[src/pkg/focdg_map.vh]
// focdg_map.vh: register offsets, value limits and reset values
// assumes: included by the diagnostic register bank files only
`ifndef FOCDG_MAP_VH
`define FOCDG_MAP_VH
// register byte addresses on the microcontroller data bus
`define FOCDG_TORQUE_CURRENT_FEEDBACK 16'h80D6
`define FOCDG_ANGLE_SEARCH_FLAG 16'h8118
`define FOCDG_ROTOR_ANGLE_ESTIMATE 16'h8134
`define FOCDG_ROTOR_FREQUENCY_ESTIMATE 16'h813A
`define FOCDG_D_AXIS_CURRENT_COMMAND 16'h814C
`define FOCDG_Q_AXIS_CURRENT_COMMAND 16'h814E
`define FOCDG_PHASE_U_CURRENT 16'h818A
`define FOCDG_PHASE_V_CURRENT 16'h818C
`define FOCDG_PHASE_W_CURRENT 16'h818E
`define FOCDG_BETA_AXIS_CURRENT 16'h8192
`define FOCDG_D_AXIS_DECOUPLER_OUTPUT 16'h8300
`define FOCDG_ALPHA_PHASE_VOLTAGE 16'h8336
`define FOCDG_BETA_PHASE_VOLTAGE 16'h8338
`define FOCDG_Q_AXIS_MODULATION 16'h83A2
`define FOCDG_PARKING_CURRENT_ERROR 16'h83E4
// value limits
`define FOCDG_PHASE_MAX 16'h7FFF
`define FOCDG_CMD_MAX 16'h3FFF
`define FOCDG_MOD_MAX 16'h07FF
`define FOCDG_PARK_MAX 16'h0FFF
// reset values
`define FOCDG_SEARCH_RST 16'h0000
`define FOCDG_UNDEF_RST 16'h0000
`endif

[src/logic/focdg_regs.v]
// focdg_regs.v: read-only diagnostic register bank of the control engine
// assumes: engine values arrive on clk_sys, the cpu reads by address
// and gets rd_data two cycles after rd_strobe.
//
// Behaviour
// - every diagnostic value is a 16-bit read-only register, reset value undefined unless stated.
// - the three phase currents refresh each pwm cycle from offset-free link current, signed up to 32767.
// - the parking current error is the absolute w-phase difference, unsigned 0 to 4095.
// - phase loss is declared when that difference at parking end exceeds half the expected current.
// - rotor frequency scales by 4 if the quad bit is set, else 2 if the double bit, else 1.
// - the angle-search flag is 1 while searching before torque, 0 when skipped, and resets to 0.
// - the angle-search flag rises at the start of a start command only with catch-spin enabled.
// - the d and q current commands are signed up to 16383 with 4095 as rated current.
// - q-axis torque current feedback is signed with 4095 as rated current.
// - the q-axis modulation is signed -2048 to 2047 with 1430 as full modulation; the symmetric clamp gives -2047 to 2047.
// - the rotor angle is signed with 1024 as 90 degrees.
// - alpha and beta voltages come from bus feedback and modulation, 2355 full depth.
// - the d-axis decoupler output is signed within plus or minus 16383.
`timescale 1ns/1ps
`default_nettype none
`include "focdg_map.vh"
module focdg_regs
(
    // clock, reset, enable
    input wire clk_sys,
    input wire sys_rst,
    input wire clk_en,

    // engine update strobes
    input wire pwm_tick,
    input wire diag_valid,

    // phase current path
    input wire [15:0] link_current,
    input wire [15:0] current_offset,
    input wire [1:0] phase_sel,

    // regulator values
    input wire [15:0] d_cmd_in,
    input wire [15:0] q_cmd_in,
    input wire [15:0] q_fb_in,
    input wire [15:0] q_mod_in,
    input wire [15:0] angle_in,
    input wire [15:0] i_beta_in,
    input wire [15:0] decoupler_in,
    input wire [15:0] v_alpha_in,
    input wire [15:0] v_beta_in,

    // frequency estimate and control bits
    input wire [15:0] freq_raw,
    input wire quad_freq_scale_bit,
    input wire double_freq_scale_bit,
    input wire catch_spin_enable,

    // start sequence
    input wire start_cmd,
    input wire search_done,
    input wire torque_enable,

    // parking
    input wire [15:0] park_expected,
    input wire parking_end,

    // cpu read port
    input wire rd_strobe,
    input wire [15:0] rd_addr,
    output reg [15:0] rd_data,
    output reg rd_valid,
    output reg rd_err,

    // status out
    output reg phase_loss
);
    // engine-side working registers
    reg [15:0] torque_current_feedback;
    reg [15:0] angle_search_flag;
    reg [15:0] rotor_angle_estimate;
    reg [15:0] rotor_frequency_estimate;
    reg [15:0] d_axis_current_command;
    reg [15:0] q_axis_current_command;
    reg [15:0] phase_u_current;
    reg [15:0] phase_v_current;
    reg [15:0] phase_w_current;
    reg [15:0] beta_axis_current;
    reg [15:0] d_axis_decoupler_output;
    reg [15:0] alpha_phase_voltage;
    reg [15:0] beta_phase_voltage;
    reg [15:0] q_axis_modulation;
    reg [15:0] parking_current_error;

    // start edge detector
    reg start_q;
    wire start_edge;

    // read pipeline: address stage, then data stage
    reg [15:0] next_rd_data;
    reg next_hit;
    reg [15:0] rd_addr_q;
    reg rd_pend;

    // combinational helpers of the engine path
    wire [16:0] phase_diff;
    wire [15:0] phase_sat;
    wire [16:0] w_err;
    wire [15:0] w_abs;
    wire [15:0] half_expected;
    wire [15:0] freq_scaled;

    // saturating clamp, signed operand of width 16, negated in a 16 bit sum
    function [15:0] clamp16;
        input [15:0] val;
        input [15:0] lim;
        begin
            if (!val[15] && val > lim)
                clamp16 = lim;
            else if (val[15] && (~val + 16'h0001) > lim)
                clamp16 = ~lim + 16'h0001;
            else
                clamp16 = val;
        end
    endfunction

    // absolute value of a 17 bit signed difference, capped
    function [15:0] abs_cap;
        input [16:0] val;
        input [15:0] lim;
        reg [16:0] mag;
        begin
            mag = val[16] ? (~val + 17'h00001) : val;
            if (mag > {1'b0, lim})
                abs_cap = lim;
            else
                abs_cap = mag[15:0];
        end
    endfunction

    // half of a signed magnitude; the most negative value still fits
    // 16 bits as a magnitude, so no carry is lost before the halving
    function [15:0] half_mag;
        input [15:0] val;
        reg [15:0] mag;
        begin
            mag = val[15] ? (~val + 16'h0001) : val;
            half_mag = {1'b0, mag[15:1]};
        end
    endfunction

    // offset removal from link current sample
    assign phase_diff = {link_current[15], link_current} -
        {current_offset[15], current_offset};
    focdg_sat u_sat
    (
        .din(phase_diff),
        .limit(`FOCDG_PHASE_MAX),
        .dout(phase_sat)
    );

    // w-phase anticipated minus measured
    assign w_err = {park_expected[15], park_expected} -
        {phase_w_current[15], phase_w_current};
    assign w_abs = abs_cap(w_err, `FOCDG_PARK_MAX);

    // loss threshold; compared at 16 bits, both sides unsigned
    assign half_expected = half_mag(park_expected);

    // start_q resets low like the idle start level, so a start held high
    // through reset gives an edge in the first enabled cycle after it
    assign start_edge = start_cmd && !start_q;

    // frequency scaling: quad bit takes priority over double
    assign freq_scaled = quad_freq_scale_bit ? {freq_raw[13:0], 2'b00} :
        (double_freq_scale_bit ? {freq_raw[14:0], 1'b0} :
        freq_raw);

    // engine update path; reset value is a constant as contents are undefined
    // clamps keep each register inside its printed range, so firmware
    // never sees a wrapped sign; the frequency shift is left to wrap,
    // trading range for a cheap scaler
    always @(posedge clk_sys or posedge sys_rst)
    begin
        if (sys_rst)
        begin
            torque_current_feedback <= `FOCDG_UNDEF_RST;
            rotor_angle_estimate <= `FOCDG_UNDEF_RST;
            rotor_frequency_estimate <= `FOCDG_UNDEF_RST;
            d_axis_current_command <= `FOCDG_UNDEF_RST;
            q_axis_current_command <= `FOCDG_UNDEF_RST;
            phase_u_current <= `FOCDG_UNDEF_RST;
            phase_v_current <= `FOCDG_UNDEF_RST;
            phase_w_current <= `FOCDG_UNDEF_RST;
            beta_axis_current <= `FOCDG_UNDEF_RST;
            d_axis_decoupler_output <= `FOCDG_UNDEF_RST;
            alpha_phase_voltage <= `FOCDG_UNDEF_RST;
            beta_phase_voltage <= `FOCDG_UNDEF_RST;
            q_axis_modulation <= `FOCDG_UNDEF_RST;
            parking_current_error <= `FOCDG_UNDEF_RST;
        end
        else if (clk_en)
        begin
            // one phase per pwm tick slot, selected by the engine
            if (pwm_tick)
            begin
                case (phase_sel)
                    2'h0: phase_u_current <= phase_sat;
                    2'h1: phase_v_current <= phase_sat;
                    2'h2: phase_w_current <= phase_sat;
                    default: ;
                endcase
            end
            if (diag_valid)
            begin
                d_axis_current_command <= clamp16(d_cmd_in,
                    `FOCDG_CMD_MAX);
                q_axis_current_command <= clamp16(q_cmd_in,
                    `FOCDG_CMD_MAX);
                torque_current_feedback <= clamp16(q_fb_in,
                    `FOCDG_CMD_MAX);
                q_axis_modulation <= clamp16(q_mod_in,
                    `FOCDG_MOD_MAX);
                rotor_angle_estimate <= clamp16(angle_in,
                    `FOCDG_MOD_MAX);
                alpha_phase_voltage <= v_alpha_in;
                beta_phase_voltage <= v_beta_in;
                d_axis_decoupler_output <= clamp16(decoupler_in,
                    `FOCDG_CMD_MAX);
                beta_axis_current <= i_beta_in;
                rotor_frequency_estimate <= freq_scaled;
                parking_current_error <= w_abs;
            end
        end
    end

    // angle search flag: raised on start edge only with catch spin
    always @(posedge clk_sys or posedge sys_rst)
    begin
        if (sys_rst)
        begin
            angle_search_flag <= `FOCDG_SEARCH_RST;
            start_q <= 1'b0;
        end
        else if (clk_en)
        begin
            start_q <= start_cmd;
            // the start edge wins over a clear in the same cycle
            if (start_edge && catch_spin_enable)
                angle_search_flag <= 16'h0001;
            else if (start_edge)
                angle_search_flag <= 16'h0000;
            else if (search_done || torque_enable)
                angle_search_flag <= 16'h0000;
        end
    end

    // phase loss at end of parking: error above half the expected
    always @(posedge clk_sys or posedge sys_rst)
    begin
        if (sys_rst)
            phase_loss <= 1'b0;
        else if (clk_en && parking_end)
            phase_loss <= (w_abs > half_expected);
    end

    // address decode of the latched read address
    // unmapped places read as zero with the error flag, so a stray
    // firmware access is visible rather than silently aliased
    always @*
    begin
        next_hit = 1'b1;
        case (rd_addr_q)
            `FOCDG_TORQUE_CURRENT_FEEDBACK:
                next_rd_data = torque_current_feedback;
            `FOCDG_ANGLE_SEARCH_FLAG: next_rd_data = angle_search_flag;
            `FOCDG_ROTOR_ANGLE_ESTIMATE: next_rd_data = rotor_angle_estimate;
            `FOCDG_ROTOR_FREQUENCY_ESTIMATE:
                next_rd_data = rotor_frequency_estimate;
            `FOCDG_D_AXIS_CURRENT_COMMAND:
                next_rd_data = d_axis_current_command;
            `FOCDG_Q_AXIS_CURRENT_COMMAND:
                next_rd_data = q_axis_current_command;
            `FOCDG_PHASE_U_CURRENT: next_rd_data = phase_u_current;
            `FOCDG_PHASE_V_CURRENT: next_rd_data = phase_v_current;
            `FOCDG_PHASE_W_CURRENT: next_rd_data = phase_w_current;
            `FOCDG_BETA_AXIS_CURRENT: next_rd_data = beta_axis_current;
            `FOCDG_D_AXIS_DECOUPLER_OUTPUT:
                next_rd_data = d_axis_decoupler_output;
            `FOCDG_ALPHA_PHASE_VOLTAGE: next_rd_data = alpha_phase_voltage;
            `FOCDG_BETA_PHASE_VOLTAGE: next_rd_data = beta_phase_voltage;
            `FOCDG_Q_AXIS_MODULATION: next_rd_data = q_axis_modulation;
            `FOCDG_PARKING_CURRENT_ERROR:
                next_rd_data = parking_current_error;
            default:
            begin
                next_rd_data = 16'h0000;
                next_hit = 1'b0;
            end
        endcase
    end

    // whole word captured in one edge, so a cpu reading it bytewise
    // later never sees two engine updates mixed
    always @(posedge clk_sys or posedge sys_rst)
    begin
        if (sys_rst)
        begin
            rd_addr_q <= 16'h0000;
            rd_pend <= 1'b0;
            rd_data <= 16'h0000;
            rd_valid <= 1'b0;
            rd_err <= 1'b0;
        end
        else if (clk_en)
        begin
            rd_pend <= rd_strobe;
            if (rd_strobe)
                rd_addr_q <= rd_addr;
            rd_valid <= rd_pend;
            if (rd_pend)
            begin
                rd_data <= next_rd_data;
                rd_err <= ~next_hit;
            end
        end
    end
endmodule
`default_nettype wire

[src/logic/focdg_sat.v]
// focdg_sat.v: symmetric signed saturation of a 17-bit value to 16 bits
// assumes: limit is positive; result stays within plus or minus limit
`timescale 1ns/1ps
`default_nettype none
module focdg_sat
(
    // data in
    input wire [16:0] din,
    input wire [15:0] limit,
    // data out
    output reg [15:0] dout
);
    wire signed [16:0] lim_p;
    wire signed [16:0] lim_n;
    assign lim_p = {1'b0, limit};
    assign lim_n = -{1'b0, limit};
    // clamp both ends so a wrap never flips the sign
    always @*
    begin
        if ($signed(din) > lim_p)
            dout = limit;
        else if ($signed(din) < lim_n)
            dout = lim_n[15:0];
        else
            dout = din[15:0];
    end
endmodule
`default_nettype wire

[config.mk]
export PLATFORM = sky130hd
export DESIGN_NAME = focdg_regs
export DESIGN_NICKNAME = d
export VERILOG_FILES = /design/src/logic/focdg_regs.v /design/src/logic/focdg_sat.v
export VERILOG_INCLUDE_DIRS = /design/src /design/src/pkg
export SDC_FILE = /design/constraint.sdc
export NUM_CORES = 1
export LEC_CHECK = 0
export ABC_AREA = 0
export BUFFER_PORTS_ARGS = -buffer_cell sky130_fd_sc_hd__buf_2
export CORE_ASPECT_RATIO = 0.7
export CORE_MARGIN = 8
export CORE_UTILIZATION = 45
export CTS_BUF_LIST = sky130_fd_sc_hd__clkbuf_8
export DETAILED_ROUTE_END_ITERATION = 10
export GPL_ROUTABILITY_DRIVEN = 0
export PLACE_DENSITY = 0.66
export SLEW_MARGIN = 20
export SYNTH_ARGS = -nofsm -noshare
export SYNTH_HDL_FRONTEND = slang
export SYNTH_HIERARCHICAL = 1
export SYNTH_SLANG_ARGS = --single-unit
[constraint.sdc]
create_clock -name clk_sys -period 14.55 [get_ports clk_sys]
set_input_delay 1.455 -clock clk_sys [delete_from_list [all_inputs] [get_ports clk_sys]]
set_output_delay 1.455 -clock clk_sys [all_outputs]
set_load 0.03 [all_outputs]
==> flow_summary.toml <==
[floorplan]
fp.dieH_um = 174
coreArea_mm2 = 0.0349
dieWidth_um = 241
rows = 57
fp.dieArea_mm2 = 0.0419
io_pins = 258
start_util_pct = 45.9

[cts]
clkTransAtPathRegs_ps = 60
cts_buffers = 40
post_cts_buffers = 0
cts.path.max_buffers = 3
clk_latency_ps = 560
h-tree-depth = 2
root_buffer = "clkbuf_8"
cts_resized = 0
cts.hold.buffers_added = 0
cts.sinks = 262
cts_tree = "done"

[pwr]
vdd_drop_max_v = 0.0000639
leakagePower_nw = 9.05
p_per_area_mw_per_mm2 = 138

[synth]
syn_area_per_cell_um2 = 8.86
yosysTopAreaCell = "dfrtp_1"
synth.area.top_cells = "dfrtp_1 41%, nand2_1 8.3%, ha_1 6.4%"
yosys.area.top_type_share_pct = 41.0
syn_area_mm2 = 0.0160
ys_seq_area_share_pct = 41.0
synth.distinct_cells = 83
synth_edf_count = 0
postSynthCellCount = 1804
synth-async-reset-ratio_pct = 100
ys_ff_latch = 262
yosys_warnings = 6
synthFlopType = "dfrtp_1"

[drt]
final_antenna_net_count = 0
totalWireLength_um = 52100
drc_errors = 0
dr.pass1.iters = 8
wl_per_cell_um = 20.1
num_vias = 14652
drt_iter0_markers = 1408
viasPerCell = 5.64

[setup_path]
crit_fanout = 24
end_kind = "register"
rr_endpoint = "phase_loss$_DFFE_PP0P_"
startpoint_type = "input pin"
cpPeakStageDelay_ps = 510
critPathRequiredTime_ps = 14990
slowest_stage = "a21oi_4"
crit_arrival_ps = 6380
r2r_cells = 21
crit_type = "in -> reg"
cp_cell_sequence = "buf_2, inv_1, ha_1, fa_1, nand2b_1, a21oi_1, xnor2_1, o211ai_1, a2111oi_4, a41oi_1, a311o_1, a21oi_4, nand2_1, ha_1, nor2b_1, o21ai_0, nand2b_1, a21oi_1, o21ai_0, a221oi_1, o21bai_1, a31oi_1, o31ai_1"
ff2ff_setup_slack_ps = 9090
timing.rr.start = "phase_w_current[0]$_DFFE_PP0P_"

[min_path]
hold_path.class = "reg -> reg"
holdPathEnd = "q_axis_current_command[15]$_DFFE_PP0P_"
hp-start = "q_axis_current_command[15]$_DFFE_PP0P_"
min_delay_path_depth = 2

[timing]
slew_headroom_pct = 29.8
fmax_ghz = 0.168
fin_crit_ps = 5940
fin_crit_sh_pct = 40.8
finalSetupViolCount = 0
timing.hold.ws_ps = 477
rsz0062_at_grt = "false"
hold_viol = 0
tightest_slew_ps = 1050
setup_tns_ps = 0
maxSlewViolCount = 0
skew_ps = 14.7

[global_route]
antenna_found_initial = 4
grt_use_total_pct = 24.0
grt_start_max_net_pins = 133
grt_overflow_total = 0
grt_pass1_wl_um = 79300
grt_pass1_vias = 13874

[placed_design]
port_buffers = 257
dp_hpwl_um = 40800
placed_area_mm2 = 0.0179

[run]
maxCapViolCount = 0

[layout]
final_common_cell = "nand2_1"
area_delta_synth_final_pct = 16.9
fin_area_mm2 = 0.0187
fin_nets = 2418
drive_above_1_share_pct = 20.3
mostFrequentLayoutCells = "352 x nand2_1, 262 x dfrtp_1, 257 x buf_2"

[outcome]
status = "completed"
-- synthesized netlist by cell type, types with 24 or more instances --
master    instances
dfrtp_1         262
inv_1            70
a21oi_1          57
nand3_1          25
a22oi_1          34
ha_1             82
xnor2_1          33
a22o_1           36
a221oi_1         50
a21o_1           24
o21ai_0         150
nor3_1           26
nand2_1         353
mux2_2           68
nor4_1           29
nor2_1          148
clkbuf_1         65
and3_1           24
-- stage by stage --
step | instances | utilization, % | setup WS, ps | power [mW]
2_1_floorplan | 1870 | - | 5880 | 1.65
3_3_place_gp | 2525 | 51.2 | 8300 | 1.90
3_5_place_dp | 2525 | 51.3 | 8110 | 1.93
4_1_cts | 2595 | 53.6 | 8690 | 2.56
5_1_grt | 2597 | 53.6 | 8230 | 2.73
6_report | 2598 | 53.6 | 8610 | 2.58
-- where the power goes --
| group | switching [mW] | total (mW) | internal (mW) |
|---|---|---|---|
| Combinational | 0.553 | 0.926 | 0.373 |
| Sequential | 0.144 | 1.02 | 0.879 |
| Clock | 0.295 | 0.631 | 0.336 |
| Total | 0.992 | 2.58 | 1.59 |
-- critical path: cells and delay by family --
kind	cells	cell delay (ps)
AO/OA/AOI/OAI	13	3050
adder cells (fa/ha/maj)	3	950
AND/OR/NAND/NOR	4	540
buffers and inverters	2	160
XOR/XNOR	1	220
-- state kept, by name, indices dropped and copies added (netlist names), 16 cells and up --
name                      count
phase_v_current              16
phase_w_current              16
d_axis_current_command       16
phase_u_current              16
q_axis_current_command       16
beta_phase_voltage           16
q_axis_modulation            16
rd_data                      16
rotor_angle_estimate         16
alpha_phase_voltage          16
rd_addr_q                    16
beta_axis_current            16
parking_current_error        16
rotor_frequency_estimate     16
torque_current_feedback      16
d_axis_decoupler_output      16
-- worst max-delay path by stage --
stage	from	end	slack, ps	cells past startpoint
global route	park_expected[0]	phase_loss$_DFFE_PP0P_	8230	23
finish	park_expected[0]	phase_loss$_DFFE_PP0P_	8610	23
floorplan	sys_rst	alpha_phase_voltage[0]$_DFFE_PP0P_	5880	1
global placement	park_expected[0]	phase_loss$_DFFE_PP0P_	8300	23
CTS	link_current[0]	phase_u_current[7]$_DFFE_PP0P_	8690	22
detailed placement	link_current[0]	phase_u_current[7]$_DFFE_PP0P_	8110	22
-- layer usage --
layer,wire (um),up-vias,global-route usage (%)
met4,661,4,3.89
met5,130,-,2.06
met2,22000,558,34.1
met1,23700,7046,34.5
met3,5720,71,9.02
li1,-,6973,-
-- cell families after synthesis --
family	count (synthesis)	synth area share, %
xor+xnor	56	3.07
mux	86	5.97
flops	262	41.0
other cells	2	0.0470
simple gates	705	20.1
compound gates	450	19.0
buf+inv	159	4.15
fa+ha+maj	84	6.67
-- area by class of cell --
class,count,area [um2]
inverter,71,274
multi-input combinational,1449,9060
fill,3283,16200
timing repair buffer,271,1390
sequential,262,6560
clock inverter,22,154
clock buffer,48,661
tap,472,591
antenna,3,7.51
Note: power is estimated with default switching activity, not from simulation.
